`src/xfer_pkg.sv`:
```
package xfer_pkg;
  // ---------------------------------------------------------------
  // widths
  // ---------------------------------------------------------------
  localparam int unsigned instr_w = 10;
  localparam int unsigned acc_w = 4;
  localparam int unsigned d_w = 3;
  localparam int unsigned z_w = 2;
  localparam int unsigned adr_w = 8;
  localparam int unsigned dat_w = 32;

  // ---------------------------------------------------------------
  // opcodes
  // ---------------------------------------------------------------
  localparam logic [9:0] op_read_timer_ctrl_4 = 10'h24e;
  localparam logic [9:0] op_read_timer_ctrl_5 = 10'h24f;
  localparam logic [9:0] op_read_timer_ctrl_6 = 10'h250;
  localparam logic [9:0] op_ptr_low_to_acc = 10'h052;
  localparam logic [9:0] op_ptr_y_to_acc = 10'h01f;
  localparam logic [9:0] op_bank_ptr_to_acc = 10'h053;
  localparam logic [9:0] op_acc_to_b = 10'h00e;
  localparam logic [9:0] op_acc_to_d = 10'h029;

  // ---------------------------------------------------------------
  // register byte offsets
  // ---------------------------------------------------------------
  localparam logic [7:0] off_acc = 8'h00;
  localparam logic [7:0] off_b = 8'h04;
  localparam logic [7:0] off_d = 8'h08;
  localparam logic [7:0] off_x = 8'h0c;
  localparam logic [7:0] off_y = 8'h10;
  localparam logic [7:0] off_z = 8'h14;
  localparam logic [7:0] off_w4 = 8'h18;
  localparam logic [7:0] off_w5 = 8'h1c;
  localparam logic [7:0] off_w6 = 8'h20;
  localparam logic [7:0] off_status = 8'h24;

  // ---------------------------------------------------------------
  // reset values and status fields
  // ---------------------------------------------------------------
  localparam logic [3:0] rst_nib = 4'h0;
  localparam logic [2:0] rst_d = 3'h0;
  localparam logic [1:0] rst_z = 2'h0;
  localparam logic [7:0] rst_cnt = 8'h00;
  localparam int unsigned st_cnt_lsb = 0;
  localparam int unsigned st_cnt_msb = 7;
  localparam int unsigned st_last_lsb = 8;
  localparam int unsigned st_last_msb = 17;
endpackage : xfer_pkg
```
`src/xfer_dec_if.sv`:
```
interface xfer_dec_if;
  logic [9:0] instr;
  logic valid;
  logic sel_w4;
  logic sel_w5;
  logic sel_w6;
  logic sel_x;
  logic sel_y;
  logic sel_z;
  logic sel_b;
  logic sel_d;
  logic hit;

  modport decoder (input instr, input valid, output sel_w4, output sel_w5, output sel_w6,
    output sel_x, output sel_y, output sel_z, output sel_b, output sel_d, output hit);
  modport exec (output instr, output valid, input sel_w4, input sel_w5, input sel_w6,
    input sel_x, input sel_y, input sel_z, input sel_b, input sel_d, input hit);
endinterface : xfer_dec_if

```
`src/xfer_exec.sv`:
```
// Functional notes
// - opcode 0x24E loads accumulator from timer control 4
// - opcode 0x24F loads accumulator from timer control 5
// - opcode 0x250 loads accumulator from timer control 6
// - opcode 0x052 loads accumulator from pointer X
// - opcode 0x01F loads accumulator from pointer Y
// - bank pointer into acc bits 1:0, upper zero
// - accumulator copied into B, accumulator kept
// - opcode 0x029 copies acc bits 2:0 into D
module xfer_exec (
  input wire logic clk,
  input wire logic rst_b,
  input wire logic [9:0] instr_word,
  input wire logic instr_valid,
  input wire logic wb_cyc_i,
  input wire logic wb_stb_i,
  input wire logic wb_we_i,
  input wire logic [7:0] wb_adr_i,
  input wire logic [3:0] wb_sel_i,
  input wire logic [31:0] wb_dat_i,
  output logic [31:0] wb_dat_o,
  output logic wb_ack_o,
  output logic [3:0] acc,
  output logic [3:0] b_reg,
  output logic [2:0] d_reg_bits,
  output logic instr_done,
  output logic skip_req
);
  // ---------------------------------------------------------------
  // decoder hookup
  // ---------------------------------------------------------------
  xfer_dec_if dec ();

  assign dec.instr = instr_word;
  assign dec.valid = instr_valid;

  xfer_opcode_dec u_dec (
    .dec(dec)
  );

  // ---------------------------------------------------------------
  // state
  // ---------------------------------------------------------------
  logic [3:0] acc_ff;
  logic [3:0] b_ff;
  logic [2:0] d_ff;
  logic [3:0] x_ff;
  logic [3:0] y_ff;
  logic [1:0] z_ff;
  logic [3:0] timer_ctrl_reg_4_ff;
  logic [3:0] timer_ctrl_reg_5_ff;
  logic [3:0] timer_ctrl_reg_6_ff;
  logic [7:0] cnt_ff;
  logic [9:0] last_ff;
  logic done_ff;
  logic skip_ff;
  logic ack_ff;
  logic [31:0] rdat_ff;

  // ---------------------------------------------------------------
  // bus decode
  // ---------------------------------------------------------------
  wire req = wb_cyc_i & wb_stb_i & ~ack_ff;
  wire wr = req & wb_we_i & wb_sel_i[0];
  wire [3:0] wnib = wb_dat_i[3:0];
  wire a_acc = (wb_adr_i == xfer_pkg::off_acc);
  wire a_b = (wb_adr_i == xfer_pkg::off_b);
  wire a_d = (wb_adr_i == xfer_pkg::off_d);
  wire a_x = (wb_adr_i == xfer_pkg::off_x);
  wire a_y = (wb_adr_i == xfer_pkg::off_y);
  wire a_z = (wb_adr_i == xfer_pkg::off_z);
  wire a_w4 = (wb_adr_i == xfer_pkg::off_w4);
  wire a_w5 = (wb_adr_i == xfer_pkg::off_w5);
  wire a_w6 = (wb_adr_i == xfer_pkg::off_w6);
  wire a_st = (wb_adr_i == xfer_pkg::off_status);

  // ---------------------------------------------------------------
  // accumulator source select
  // ---------------------------------------------------------------
  wire acc_load = dec.sel_w4 | dec.sel_w5 | dec.sel_w6 | dec.sel_x | dec.sel_y | dec.sel_z;
  wire [3:0] acc_src =
    dec.sel_w4 ? timer_ctrl_reg_4_ff :
    dec.sel_w5 ? timer_ctrl_reg_5_ff :
    dec.sel_w6 ? timer_ctrl_reg_6_ff :
    dec.sel_x ? x_ff :
    dec.sel_y ? y_ff :
    {2'h0, z_ff};

  // instruction beats a same-cycle bus write to the same register
  wire [3:0] nxt_acc = acc_load ? acc_src : ((wr & a_acc) ? wnib : acc_ff);
  wire [3:0] nxt_b = dec.sel_b ? acc_ff : ((wr & a_b) ? wnib : b_ff);
  wire [2:0] nxt_d = dec.sel_d ? acc_ff[2:0] : ((wr & a_d) ? wnib[2:0] : d_ff);
  wire [7:0] nxt_cnt = dec.hit ? cnt_ff + 8'h01 : cnt_ff;
  wire [9:0] nxt_last = dec.hit ? instr_word : last_ff;

  // ---------------------------------------------------------------
  // read mux
  // ---------------------------------------------------------------
  wire [31:0] status_word = {14'h0000, last_ff, cnt_ff};
  wire [31:0] rd_mux =
    a_acc ? {28'h0000000, acc_ff} :
    a_b ? {28'h0000000, b_ff} :
    a_d ? {29'h00000000, d_ff} :
    a_x ? {28'h0000000, x_ff} :
    a_y ? {28'h0000000, y_ff} :
    a_z ? {30'h00000000, z_ff} :
    a_w4 ? {28'h0000000, timer_ctrl_reg_4_ff} :
    a_w5 ? {28'h0000000, timer_ctrl_reg_5_ff} :
    a_w6 ? {28'h0000000, timer_ctrl_reg_6_ff} :
    a_st ? status_word :
    32'h00000000;
  wire [31:0] nxt_rdat = (req & ~wb_we_i) ? rd_mux : 32'h00000000;

  // ---------------------------------------------------------------
  // execution registers
  // ---------------------------------------------------------------
  // every decoded word finishes in this single edge
  always_ff @(posedge clk or negedge rst_b) begin
    if (!rst_b) begin
      acc_ff <= xfer_pkg::rst_nib;
    end else begin
      acc_ff <= nxt_acc;
    end
  end

  always_ff @(posedge clk or negedge rst_b) begin
    if (!rst_b) begin
      b_ff <= xfer_pkg::rst_nib;
    end else begin
      b_ff <= nxt_b;
    end
  end

  always_ff @(posedge clk or negedge rst_b) begin
    if (!rst_b) begin
      d_ff <= xfer_pkg::rst_d;
    end else begin
      d_ff <= nxt_d;
    end
  end

  // ---------------------------------------------------------------
  // source registers, software loaded
  // ---------------------------------------------------------------
  wire [3:0] nxt_x = (wr & a_x) ? wnib : x_ff;
  wire [3:0] nxt_y = (wr & a_y) ? wnib : y_ff;
  wire [1:0] nxt_z = (wr & a_z) ? wnib[1:0] : z_ff;
  wire [3:0] nxt_w4 = (wr & a_w4) ? wnib : timer_ctrl_reg_4_ff;
  wire [3:0] nxt_w5 = (wr & a_w5) ? wnib : timer_ctrl_reg_5_ff;
  wire [3:0] nxt_w6 = (wr & a_w6) ? wnib : timer_ctrl_reg_6_ff;

  always_ff @(posedge clk or negedge rst_b) begin
    if (!rst_b) begin
      x_ff <= xfer_pkg::rst_nib;
    end else begin
      x_ff <= nxt_x;
    end
  end

  always_ff @(posedge clk or negedge rst_b) begin
    if (!rst_b) begin
      y_ff <= xfer_pkg::rst_nib;
    end else begin
      y_ff <= nxt_y;
    end
  end

  always_ff @(posedge clk or negedge rst_b) begin
    if (!rst_b) begin
      z_ff <= xfer_pkg::rst_z;
    end else begin
      z_ff <= nxt_z;
    end
  end

  always_ff @(posedge clk or negedge rst_b) begin
    if (!rst_b) begin
      timer_ctrl_reg_4_ff <= xfer_pkg::rst_nib;
    end else begin
      timer_ctrl_reg_4_ff <= nxt_w4;
    end
  end

  always_ff @(posedge clk or negedge rst_b) begin
    if (!rst_b) begin
      timer_ctrl_reg_5_ff <= xfer_pkg::rst_nib;
    end else begin
      timer_ctrl_reg_5_ff <= nxt_w5;
    end
  end

  always_ff @(posedge clk or negedge rst_b) begin
    if (!rst_b) begin
      timer_ctrl_reg_6_ff <= xfer_pkg::rst_nib;
    end else begin
      timer_ctrl_reg_6_ff <= nxt_w6;
    end
  end

  // ---------------------------------------------------------------
  // status and completion
  // ---------------------------------------------------------------
  always_ff @(posedge clk or negedge rst_b) begin
    if (!rst_b) begin
      cnt_ff <= xfer_pkg::rst_cnt;
      last_ff <= 10'h000;
      done_ff <= 1'b0;
      skip_ff <= 1'b0;
    end else begin
      cnt_ff <= nxt_cnt;
      last_ff <= nxt_last;
      done_ff <= dec.hit;
      skip_ff <= 1'b0;
    end
  end

  // ---------------------------------------------------------------
  // wishbone answer
  // ---------------------------------------------------------------
  always_ff @(posedge clk or negedge rst_b) begin
    if (!rst_b) begin
      ack_ff <= 1'b0;
      rdat_ff <= 32'h00000000;
    end else begin
      ack_ff <= req;
      rdat_ff <= nxt_rdat;
    end
  end

  assign wb_ack_o = ack_ff;
  assign wb_dat_o = rdat_ff;
  assign acc = acc_ff;
  assign b_reg = b_ff;
  assign d_reg_bits = d_ff;
  assign instr_done = done_ff;
  assign skip_req = skip_ff;
endmodule : xfer_exec

```
`src/xfer_opcode_dec.sv`:
```
module xfer_opcode_dec (
  xfer_dec_if.decoder dec
);
  // ---------------------------------------------------------------
  // one-hot opcode match, qualified by valid
  // ---------------------------------------------------------------
  wire m_w4 = (dec.instr == xfer_pkg::op_read_timer_ctrl_4);
  wire m_w5 = (dec.instr == xfer_pkg::op_read_timer_ctrl_5);
  wire m_w6 = (dec.instr == xfer_pkg::op_read_timer_ctrl_6);
  wire m_x = (dec.instr == xfer_pkg::op_ptr_low_to_acc);
  wire m_y = (dec.instr == xfer_pkg::op_ptr_y_to_acc);
  wire m_z = (dec.instr == xfer_pkg::op_bank_ptr_to_acc);
  wire m_b = (dec.instr == xfer_pkg::op_acc_to_b);
  wire m_d = (dec.instr == xfer_pkg::op_acc_to_d);

  assign dec.sel_w4 = dec.valid & m_w4;
  assign dec.sel_w5 = dec.valid & m_w5;
  assign dec.sel_w6 = dec.valid & m_w6;
  assign dec.sel_x = dec.valid & m_x;
  assign dec.sel_y = dec.valid & m_y;
  assign dec.sel_z = dec.valid & m_z;
  assign dec.sel_b = dec.valid & m_b;
  assign dec.sel_d = dec.valid & m_d;
  // unmatched words raise no select at all
  assign dec.hit = dec.sel_w4 | dec.sel_w5 | dec.sel_w6 | dec.sel_x | dec.sel_y
    | dec.sel_z | dec.sel_b | dec.sel_d;
endmodule : xfer_opcode_dec

```
`config.mk`:
```
export PLATFORM = sky130hd
export DESIGN_NAME = xfer_exec
export DESIGN_NICKNAME = d
export VERILOG_FILES = /design/src/xfer_pkg.sv /design/src/xfer_dec_if.sv /design/src/xfer_exec.sv /design/src/xfer_opcode_dec.sv
export SDC_FILE = /design/constraint.sdc
export NUM_CORES = 1
export LEC_CHECK = 0
export BUFFER_PORTS_ARGS = -buffer_cell sky130_fd_sc_hd__buf_4
export CAP_MARGIN = 0
export CORE_ASPECT_RATIO = 0.75
export CORE_UTILIZATION = 40
export CTS_CLUSTER_DIAMETER = 150
export CTS_CLUSTER_SIZE = 30
export DETAILED_ROUTE_END_ITERATION = 6
export PLACE_DENSITY_LB_ADDON = 0.05
export SLEW_MARGIN = 0
export SYNTH_ARGS = -nofsm -noshare
export SYNTH_HDL_FRONTEND = slang
export SYNTH_HIERARCHICAL = 1
export SYNTH_SLANG_ARGS = --single-unit
```
`constraint.sdc`:
```
create_clock -name clk -period 2.1 [get_ports clk]
set_input_delay 0.42 -clock clk [delete_from_list [all_inputs] [get_ports clk]]
set_output_delay 0.42 -clock clk [all_outputs]
set_load 0.005 [all_outputs]
```
==> results.json, run 1 <==
{
  "die_area_um2": 9730,
  "wl_per_cell_um": 17.0,
  "netSwitchingFraction": 0.237,
  "drt_first_pass_iters": 4,
  "power-per-cell-area_nw_per_um2": 665,
  "leakagePower_nw": 2.33,
  "synthMostInstantiatedCell": "dfrtp_1",
  "vias_per_cell": 5.18,
  "core_um2": 9050,
  "start_kind": "primary input",
  "p_int_w": 0.00249,
  "cts.sink_count": 71,
  "crit_type": "primary input to flip-flop",
  "synth_top_family_by_area": "simple AND/OR/NAND/NOR gates",
  "area_delta_synth_final_pct": 31.1,
  "die_x_um": 114,
  "r2r_end": "z_ff[1]",
  "overflow": 0,
  "synth_xor_area_frac": 0.0164,
  "nNetsFinal": 513,
  "cts-buffers-inserted": 9,
  "crit_required_ns": 2.32,
  "tightest_slew_ns": 0.593,
  "cts_tree": "done",
  "rsz0062_at_grt": "false",
  "largest_reg_flops": 18,
  "place_area_um2": 4590,
  "end_kind": "flip-flop",
  "grt_usage": 0.225,
  "power.switching_w": 0.000771,
  "die_y_um": 85.7,
  "netlist-cell-type-count": 55,
  "cts_max_level": 3,
  "synth.yosys.seq_area_share": 0.476,
  "seq_power_share": 0.444,
  "clkPwrFrac": 0.471,
  "crit_path_max_incr_delay_ns": 0.33,
  "final_antenna_net_count": 0,
  "peakVddDrop_v": 0.000501,
  "ys_warn_count": 6,
  "hpwl_mm": 7.54,
  "finalSetupViolCount": 0,
  "reg2reg_depth": 5,
  "clock_latency_ns": 0.33,
  "antenna_found_initial": 0,
  "max_freq_mhz": 519,
  "drt_iter0_drc": 203,
  "power_frac_comb": 0.085,
  "ys_seq_elements": 71,
  "synth_mux_area_frac": 0.143,
  "port_buffers": 59,
  "placementRows": 30,
  "io_pins": 106,
  "r2r_slack_ns": 0.30,
  "cts.repair_timing.setup_buffer_count": 0,
  "synth.area.top_cells": "dfrtp_1 (48%), mux2_2 (11%), mux2i_1 (3.5%)",
  "arrival_ns": 2.14,
  "cts-resized-gates": 0,
  "synth-edff-count": 0,
  "syn_avg_cell_area_um2": 10.6,
  "grt_pass1_vias": 2945,
  "start_util": 0.413,
  "synth_area_leader_cell": "dfrtp_1",
  "clk_pin_slew_worst_paths_ns": 0.06,
  "drv_cap": 0,
  "drive_gt1_frac": 0.372,
  "hold_violations": 0,
  "utilization": 0.541,
  "gp_congestion": 0.859,
  "cp_slowest_cell": "nor4b_1",
  "slew_viol_final": 0,
  "timing.rr.start": "wb_ack_o",
  "post_synth_instance_area_um2": 3730,
  "drc": 0,
  "synth_compound_area_frac": 0.109,
  "cts-root-buf": "clkbuf_16",
  "grt_max_degree": 38,
  "synthAdderAreaFrac": 0.00335,
  "path_cells": "buf_4 > nor4b_1 > nand4_1 > nor2_1 > nor3b_1 > o31ai_1 > a221o_1 > a32o_1",
  "synth-simple-area-share": 0.194,
  "fin_crit_sh": 0.917,
  "outcome": "finished, final reports clean",
  "vias": 3031,
  "hp-class": "primary input to asynchronous set/reset pin",
  "synth_ff_type": "dfrtp_1",
  "synth_cells": 352,
  "cts_buffer_depth": 2,
  "wl_mm": 9.95,
  "fin_setup_tns_ns": 0,
  "synth_common_cells": "dfrtp_1 (71), mux2_2 (36), nand2_1 (18), nand3_1 (16), nor2_1 (16)",
  "fin_area_um2": 4890,
  "min_period_ns": 1.93,
  "slew_headroom": 0.600,
  "fin_skew_ns": 0.00707,
  "ctsHoldBuffers": 0,
  "async_reset_ff_frac": 1.00,
  "synth_top_area_frac": 0.476,
  "antenna_cells": 0,
  "grt_pass1_wl_mm": 16.3,
  "crit_fanout": 4
}
-- power groups by stage --
stage	sequential (W)	combinational [W]	clock (W)
after floorplan	0.00146	0.000120	0
after global placement	0.00147	0.000275	0
after detailed placement	0.00147	0.000278	0
after CTS	0.00145	0.000279	0.00157
after global routing	0.00145	0.000309	0.00164
final	0.00145	0.000277	0.00153
-- layer usage --
| metal | GRT usage | wire, um | up-vias |
|---|---|---|---|
| met1 | 0.348 | 5100 | 1463 |
| met5 | 0 | 0 | - |
| met3 | 0.0622 | 681 | 2 |
| li1 | - | - | 1469 |
| met4 | 0.0431 | 33 | 0 |
| met2 | 0.310 | 4130 | 97 |
-- through the flow --
step / hold WS, ns / setup WS [ns] / instances / total power [W]
final: 0.0508 / 0.174 / 585 / 0.00326
after global routing: 0.0857 / 0.0572 / 585 / 0.00340
after CTS: 0.0613 / 0.135 / 585 / 0.00330
after detailed placement: 0.420 / -0.214 / 569 / 0.00175
after global placement: 0.415 / -0.198 / 569 / 0.00175
after floorplan: 0.124 / 0.0441 / 366 / 0.00158
-- worst max path at each step --
| stage | end | from | cells past startpoint |
|---|---|---|---|
| floorplan | last_ff[3] | instr_word[7] | 7 |
| global placement | cnt_ff[7] | instr_word[7] | 9 |
| detailed placement | last_ff[9] | instr_word[7] | 7 |
| CTS | cnt_ff[1] | instr_word[7] | 7 |
| global route | acc[0] | instr_word[7] | 8 |
| finish | acc[0] | instr_word[7] | 8 |
-- worst max-delay path: cells and delay by family --
family          cells  cell delay (ns)
buf+inv             1             0.13
simple gates        4             0.96
compound gates      3             0.63
-- placed cells by master, fill, tap and decap left out, types with 3 or more instances in the layout --
| cell type | instances |
|---|---|
| xnor2_1 | 4 |
| nand2_1 | 18 |
| o31ai_1 | 3 |
| nor2b_1 | 7 |
| xor2_1 | 3 |
| buf_4 | 106 |
| or3_1 | 3 |
| nand4_1 | 3 |
| o21ai_0 | 15 |
| nor2_1 | 16 |
| a31oi_1 | 5 |
| a21oi_1 | 10 |
| dfrtp_1 | 71 |
| and2_1 | 14 |
| a22oi_1 | 4 |
| nand3_1 | 16 |
| clkinv_2 | 3 |
| nor3_1 | 10 |
| mux2i_1 | 13 |
| mux2_2 | 36 |
| conb_1 | 15 |
| o22ai_1 | 4 |
| inv_1 | 10 |
| o211ai_1 | 4 |
| nor3_2 | 3 |
| clkbuf_16 | 9 |
| nor4_1 | 4 |
| nand2b_1 | 3 |
-- cell families after synthesis --
| kind of cell | Yosys count |
|---|---|
| AOI/OAI and AO/OA | 60 |
| xor gates and xnor gates | 7 |
| adders and majority gates | 1 |
| buffers and inverters | 42 |
| DFF | 71 |
| muxes | 49 |
| other | 1 |
| and+or+nand+nor | 121 |
-- layout make-up --
| cell class | count | area (um2) |
|---|---|---|
| clock buffers | 10 | 239 |
| multi-input cells | 253 | 1800 |
| fillers | 827 | 4150 |
| repair buffers | 107 | 816 |
| flip-flops and latches | 71 | 1780 |
| well taps | 128 | 160 |
| inverters | 10 | 37.5 |
| clock inverters | 6 | 60.1 |
No activity file was read; power rests on OpenSTA's default activity.
==> run 2: changes to the inputs <==
ABC_AREA = 1   (was unset)
CORE_UTILIZATION = 45   (was 40)
MAX_ROUTING_LAYER = met4   (was unset)
==> results.json, run 2 <==
{
  "outcome": "finished, final reports clean",
  "hp-class": "primary input to asynchronous set/reset pin",
  "synth_top_family_by_area": "simple AND/OR/NAND/NOR gates",
  "wl_per_cell_um": 14.9,
  "cts-root-buf": "clkbuf_16",
  "area_delta_synth_final_pct": 22.8,
  "seqCellArea_um2": 1780,
  "grt_pass1_vias": 3068,
  "final_antenna_net_count": 0,
  "ys_seq_elements": 71,
  "drive_gt1_frac": 0.212,
  "core_um2": 8090,
  "die_x_um": 109,
  "crit_end": "acc[3]",
  "reg2reg_depth": 6,
  "largest_reg_flops": 18,
  "max_freq_mhz": 584,
  "start_util": 0.477,
  "final_cell_mix": "nand2_1 (95), dfrtp_1 (71), buf_4 (65), inv_1 (55), nor2_1 (49)",
  "syn_avg_cell_area_um2": 7.94,
  "ys_warn_count": 6,
  "drv_cap": 0,
  "vias": 3461,
  "dp_cells": 650,
  "die_y_um": 82.2,
  "cts.repair_timing.setup_buffer_count": 0,
  "synthAdderAreaFrac": 0.00324,
  "cts_buffer_depth": 2,
  "r2r_slack_ns": 0.65,
  "post_synth_instance_area_um2": 3860,
  "fillers": 760,
  "synth-edff-count": 0,
  "synth_xor_area_frac": 0.0159,
  "slew_viol_final": 0,
  "grt_usage": 0.247,
  "synth_ff_type": "dfrtp_1",
  "rsz0062_at_grt": "false",
  "synthMostInstantiatedCell": "nand2_1",
  "start_kind": "primary input",
  "crit_type": "primary input to flip-flop",
  "finalSetupViolCount": 0,
  "synth.area.top_cells": "dfrtp_1 (46%), nand2_1 (9.2%), o21ai_0 (5.4%)",
  "synth.yosys.seq_area_share": 0.460,
  "cts-buffers-inserted": 9,
  "leakagePower_nw": 2.41,
  "fin_skew_ns": 0.00442,
  "arrival_ns": 1.94,
  "r2r_end": "timer_ctrl_reg_4_ff[0]",
  "setup.worst_path.start": "instr_word[7]",
  "drc": 0,
  "timing.rr.start": "wb_ack_o",
  "drt_first_pass_iters": 5,
  "overflow": 0,
  "synth_area_leader_cell": "dfrtp_1",
  "cts.sink_count": 71,
  "multi_input_area_um2": 1760,
  "fin_setup_tns_ns": 0,
  "synth_compound_area_frac": 0.117,
  "layout_commonest_cell": "nand2_1",
  "layout.cells.non_filler": 666,
  "grt_pass1_wl_mm": 15.9,
  "whs_ns": 0.0382,
  "fin_crit_sh": 0.816,
  "synth-simple-area-share": 0.302,
  "place_area_um2": 4410,
  "synth_top_area_frac": 0.460,
  "vias_per_cell": 5.20,
  "port_buffers": 59,
  "netlist-cell-type-count": 40,
  "wl_mm": 9.90,
  "slew_headroom": 0.262,
  "die_area_um2": 8960,
  "crit_required_ns": 2.33,
  "synth_mux_area_frac": 0.00292,
  "hold_violations": 0,
  "hpwl_mm": 7.44,
  "grt_max_degree": 36,
  "placementRows": 28,
  "cts_tree": "done",
  "min_period_ns": 1.71,
  "antenna_found_initial": 0,
  "cts_max_level": 3,
  "peakVddDrop_v": 0.000559,
  "synth_cells": 486,
  "tightest_slew_ns": 1.10,
  "power-per-cell-area_nw_per_um2": 719,
  "synth_common_cells": "nand2_1 (95), dfrtp_1 (71), inv_1 (55), nor2_1 (49), o21ai_0 (42)",
  "gp_congestion": 0.933,
  "ctsHoldBuffers": 0,
  "async_reset_ff_frac": 1.00,
  "clock_latency_ns": 0.34,
  "drt_iter0_drc": 210,
  "cts-resized-gates": 0,
  "nNetsFinal": 617,
  "io_pins": 106,
  "end_kind": "flip-flop",
  "crit_fanout": 10,
  "fin_area_um2": 4740,
  "clk_pin_slew_worst_paths_ns": 0.06,
  "antenna_cells": 0
}
-- run 2: final cells by class --
| cell class | instances | share of cell area |
|---|---|---|
| Timing Repair Buffer | 66 | 0.107 |
| Inverter | 63 | 0.0499 |
| Clock inverter | 5 | 0.0172 |
| Tap cell | 105 | 0.0277 |
| Clock buffer | 11 | 0.0512 |
| Sequential cell | 71 | 0.375 |
| Multi-Input combinational cell | 345 | 0.372 |
-- run 2: cell families after synthesis --
logic type | Yosys count
multiplexers | 1
AO/OA/AOI/OAI | 81
adder cells (fa/ha/maj) | 1
AND/OR/NAND/NOR | 240
XOR/XNOR | 7
buffers and inverters | 84
other | 1
flip-flops | 71
-- run 2: metal layers --
metal / wire length [um] / global-route usage
met1: 5020 / 0.354
met2: 4060 / 0.343
met3: 723 / 0.0691
met4: 96 / 0.0568
met5: 0 / -
-- run 2: critical path: stages --
cell	delay, ns
buf_4	0.12
inv_1	0.04
nand2_1	0.12
nor2_1	0.11
nand4_1	0.12
nor3_1	0.27
nor2_2	0.10
inv_2	0.09
nor3_4	0.07
a211oi_1	0.17
o21ai_0	0.15
nand3_1	0.10
nand2_1	0.05
-- run 2: how the worst min path moves through the flow --
stage | end | slack [ns] | cells past startpoint
floorplan | acc[0] | 0.12 | 0
global route | cnt_ff[7] | 0.08 | 1
detailed placement | wb_dat_o[6] | 0.41 | 1
finish | wb_dat_o[6] | 0.04 | 1
CTS | wb_dat_o[6] | 0.06 | 1
global placement | wb_dat_o[6] | 0.40 | 1
-- run 2: power by group --
part,total (W),internal (W),switching [W]
logic,0.000289,0.000108,0.000181
clock network,0.00166,0.00107,0.000584
registers,0.00146,0.00143,0.0000368
total,0.00341,0.00261,0.000803
-- run 2: metrics by stage --
| stage | utilization | power (W) | setup WS, ns |
|---|---|---|---|
| final | 0.585 | 0.00341 | 0.387 |
| after global routing | 0.585 | 0.00353 | 0.156 |
| after global placement | 0.545 | 0.00177 | 0.0835 |
| after CTS | 0.585 | 0.00344 | 0.412 |
| after detailed placement | 0.545 | 0.00178 | 0.0764 |
| after floorplan | - | 0.00164 | 0.310 |
==> run 3: changes to the inputs <==
clock period = 1.5 ns   (was 2.1 ns; I/O delays follow)
==> results.json, run 3 (synthesized netlist as in run 2, its figures left out) <==
{
  "leakagePower_nw": 2.62,
  "hp-class": "primary input to flip-flop",
  "area_delta_synth_final_pct": 33.9,
  "crit_path_max_incr_delay_ns": 0.27,
  "cp_slowest_cell": "nor3_2",
  "drv_cap": 0,
  "cts.sink_count": 71,
  "rsz0062_at_grt": "true",
  "end_kind": "flip-flop",
  "drc": 0,
  "drt_first_pass_iters": 4,
  "crit_type": "primary input to flip-flop",
  "final_cell_mix": "buf_4 (108), nand2_1 (86), dfrtp_1 (71), inv_1 (48), nor2_1 (42)",
  "pre_cts_ws_ns": -0.338,
  "slew_viol_final": 0,
  "hpwl_mm": 7.63,
  "port_buffers": 59,
  "max_freq_mhz": 664,
  "outcome": "finished with violations",
  "final_antenna_net_count": 0,
  "io_pins": 106,
  "grt_pass1_vias": 3207,
  "fin_crit_sh": 1.00,
  "die_x_um": 109,
  "clk_pin_slew_worst_paths_ns": 0.06,
  "crit_fanout": 4,
  "violations": "setup timing",
  "tightest_slew_ns": 0.710,
  "cts-buffers-inserted": 9,
  "cts_tree": "done",
  "drive_gt1_frac": 0.318,
  "crit_required_ns": 1.72,
  "cts_max_level": 3,
  "wl_mm": 10.1,
  "drt_iter0_drc": 204,
  "layout_commonest_cell": "buf_4",
  "placementRows": 28,
  "grt_pass1_wl_mm": 16.2,
  "power-per-cell-area_nw_per_um2": 901,
  "die_y_um": 82.2,
  "peakVddDrop_v": 0.000863,
  "grt_max_degree": 32,
  "slew_headroom": 0.527,
  "gp_congestion": 0.968,
  "layout.cells.non_filler": 712,
  "clock_latency_ns": 0.34,
  "largest_reg_flops": 18,
  "arrival_ns": 1.73,
  "grt_usage": 0.253,
  "cts_buffer_depth": 2,
  "vias": 3602,
  "core_um2": 8090,
  "finalSetupViolCount": 1,
  "fin_skew_ns": 0.00858,
  "path_cells": "buf_8 > inv_4 > nand2_4 > nor2_2 > nand4_1 > nor3_2 > nor2_2 > inv_2 > nor3_4 > buf_4 > nor2_1 > o21ai_1 > o21ai_1 > nor2_1",
  "antenna_found_initial": 0,
  "setup_ws_ns": -0.00602,
  "start_kind": "primary input",
  "nNetsFinal": 663,
  "hold_violations": 0,
  "vias_per_cell": 5.06,
  "overflow": 0,
  "utilization": 0.639,
  "cp_num_buf_inv": 4,
  "cts-root-buf": "clkbuf_16",
  "start_util": 0.477,
  "dp_cells": 688,
  "wl_per_cell_um": 14.2,
  "die_area_um2": 8960,
  "min_period_ns": 1.51,
  "critPathTopFamily": "simple AND/OR/NAND/NOR gates",
  "antenna_cells": 0
}
-- run 3: changes by cell type in the layout (fill, tap and decap cells not counted), moves of 7 or more --
| cell | before | now |
|---|---|---|
| inv_1 | 55 | 48 |
| nand2_1 | 95 | 86 |
| nand2_2 | 6 | 13 |
| nor2_2 | 5 | 12 |
| buf_4 | 65 | 108 |
| nor2_1 | 49 | 42 |
-- run 3: final cells by class --
type | instances | area [um2]
Multi-Input combinational cell | 345 | 1850
Tap cell | 105 | 131
Inverter | 63 | 245
Clock inverter | 6 | 68.8
Timing Repair Buffer | 112 | 867
Clock buffer | 10 | 229
Sequential cell | 71 | 1780
Fill cell | 743 | 2920
-- run 3: stage by stage --
step           setup TNS, ns  instance area [um2]  power (W)  hold WS [ns]
2_1_floorplan         -0.245                 3930    0.00230       0.00441
3_3_place_gp           -9.43                 4710    0.00253         0.165
3_5_place_dp           -9.19                 4710    0.00254         0.169
4_1_cts                    0                 5020    0.00468         0.180
5_1_grt               -0.308                 5170    0.00484         0.215
6_report            -0.00602                 5170    0.00466         0.193
-- run 3: where the power goes --
| part | internal [W] | switching, W | total (W) |
|---|---|---|---|
| Clock | 0.00130 | 0.000835 | 0.00213 |
| Sequential | 0.00200 | 0.0000505 | 0.00205 |
| Combinational | 0.000202 | 0.000278 | 0.000480 |
-- run 3: path summary, 6_finish.rpt --
check                                    from           to  slack, ns  cells past startpoint
worst max-delay path            instr_word[7]       acc[2]     -0.006                     14
worst min register to register       wb_ack_o     wb_ack_o       0.44                      1
worst min-delay path            instr_word[8]   last_ff[8]       0.19                      3
max in group asynchronous               rst_b      x_ff[0]       0.65                      3
min in group asynchronous               rst_b  wb_dat_o[6]       0.35                      2
worst max register to register       wb_ack_o     b_reg[3]       0.11                      7
-- run 3: layer usage --
metal,global-route usage,vias to the layer above,wire (um)
met3,0.0628,16,735
met5,-,-,0
li1,-,1786,-
met4,0.0824,0,149
met1,0.379,1687,5230
met2,0.327,113,4030
-- run 3: worst register-to-register path: stages, from the launching register on --
cell,delay (ns)
dfrtp_1,0.38
nor2_2,0.14
inv_2,0.09
nor2_8,0.22
buf_4,0.15
a21o_4,0.16
nor2_1,0.05
a21oi_1,0.11
-- run 3: what timing repair did --
action	4_1_cts	5_1_grt
hold buffers	1	0
buffers inserted	0	7
resized for setup	0	34
hold endpoints to repair	12	0
setup endpoints to repair	0	36
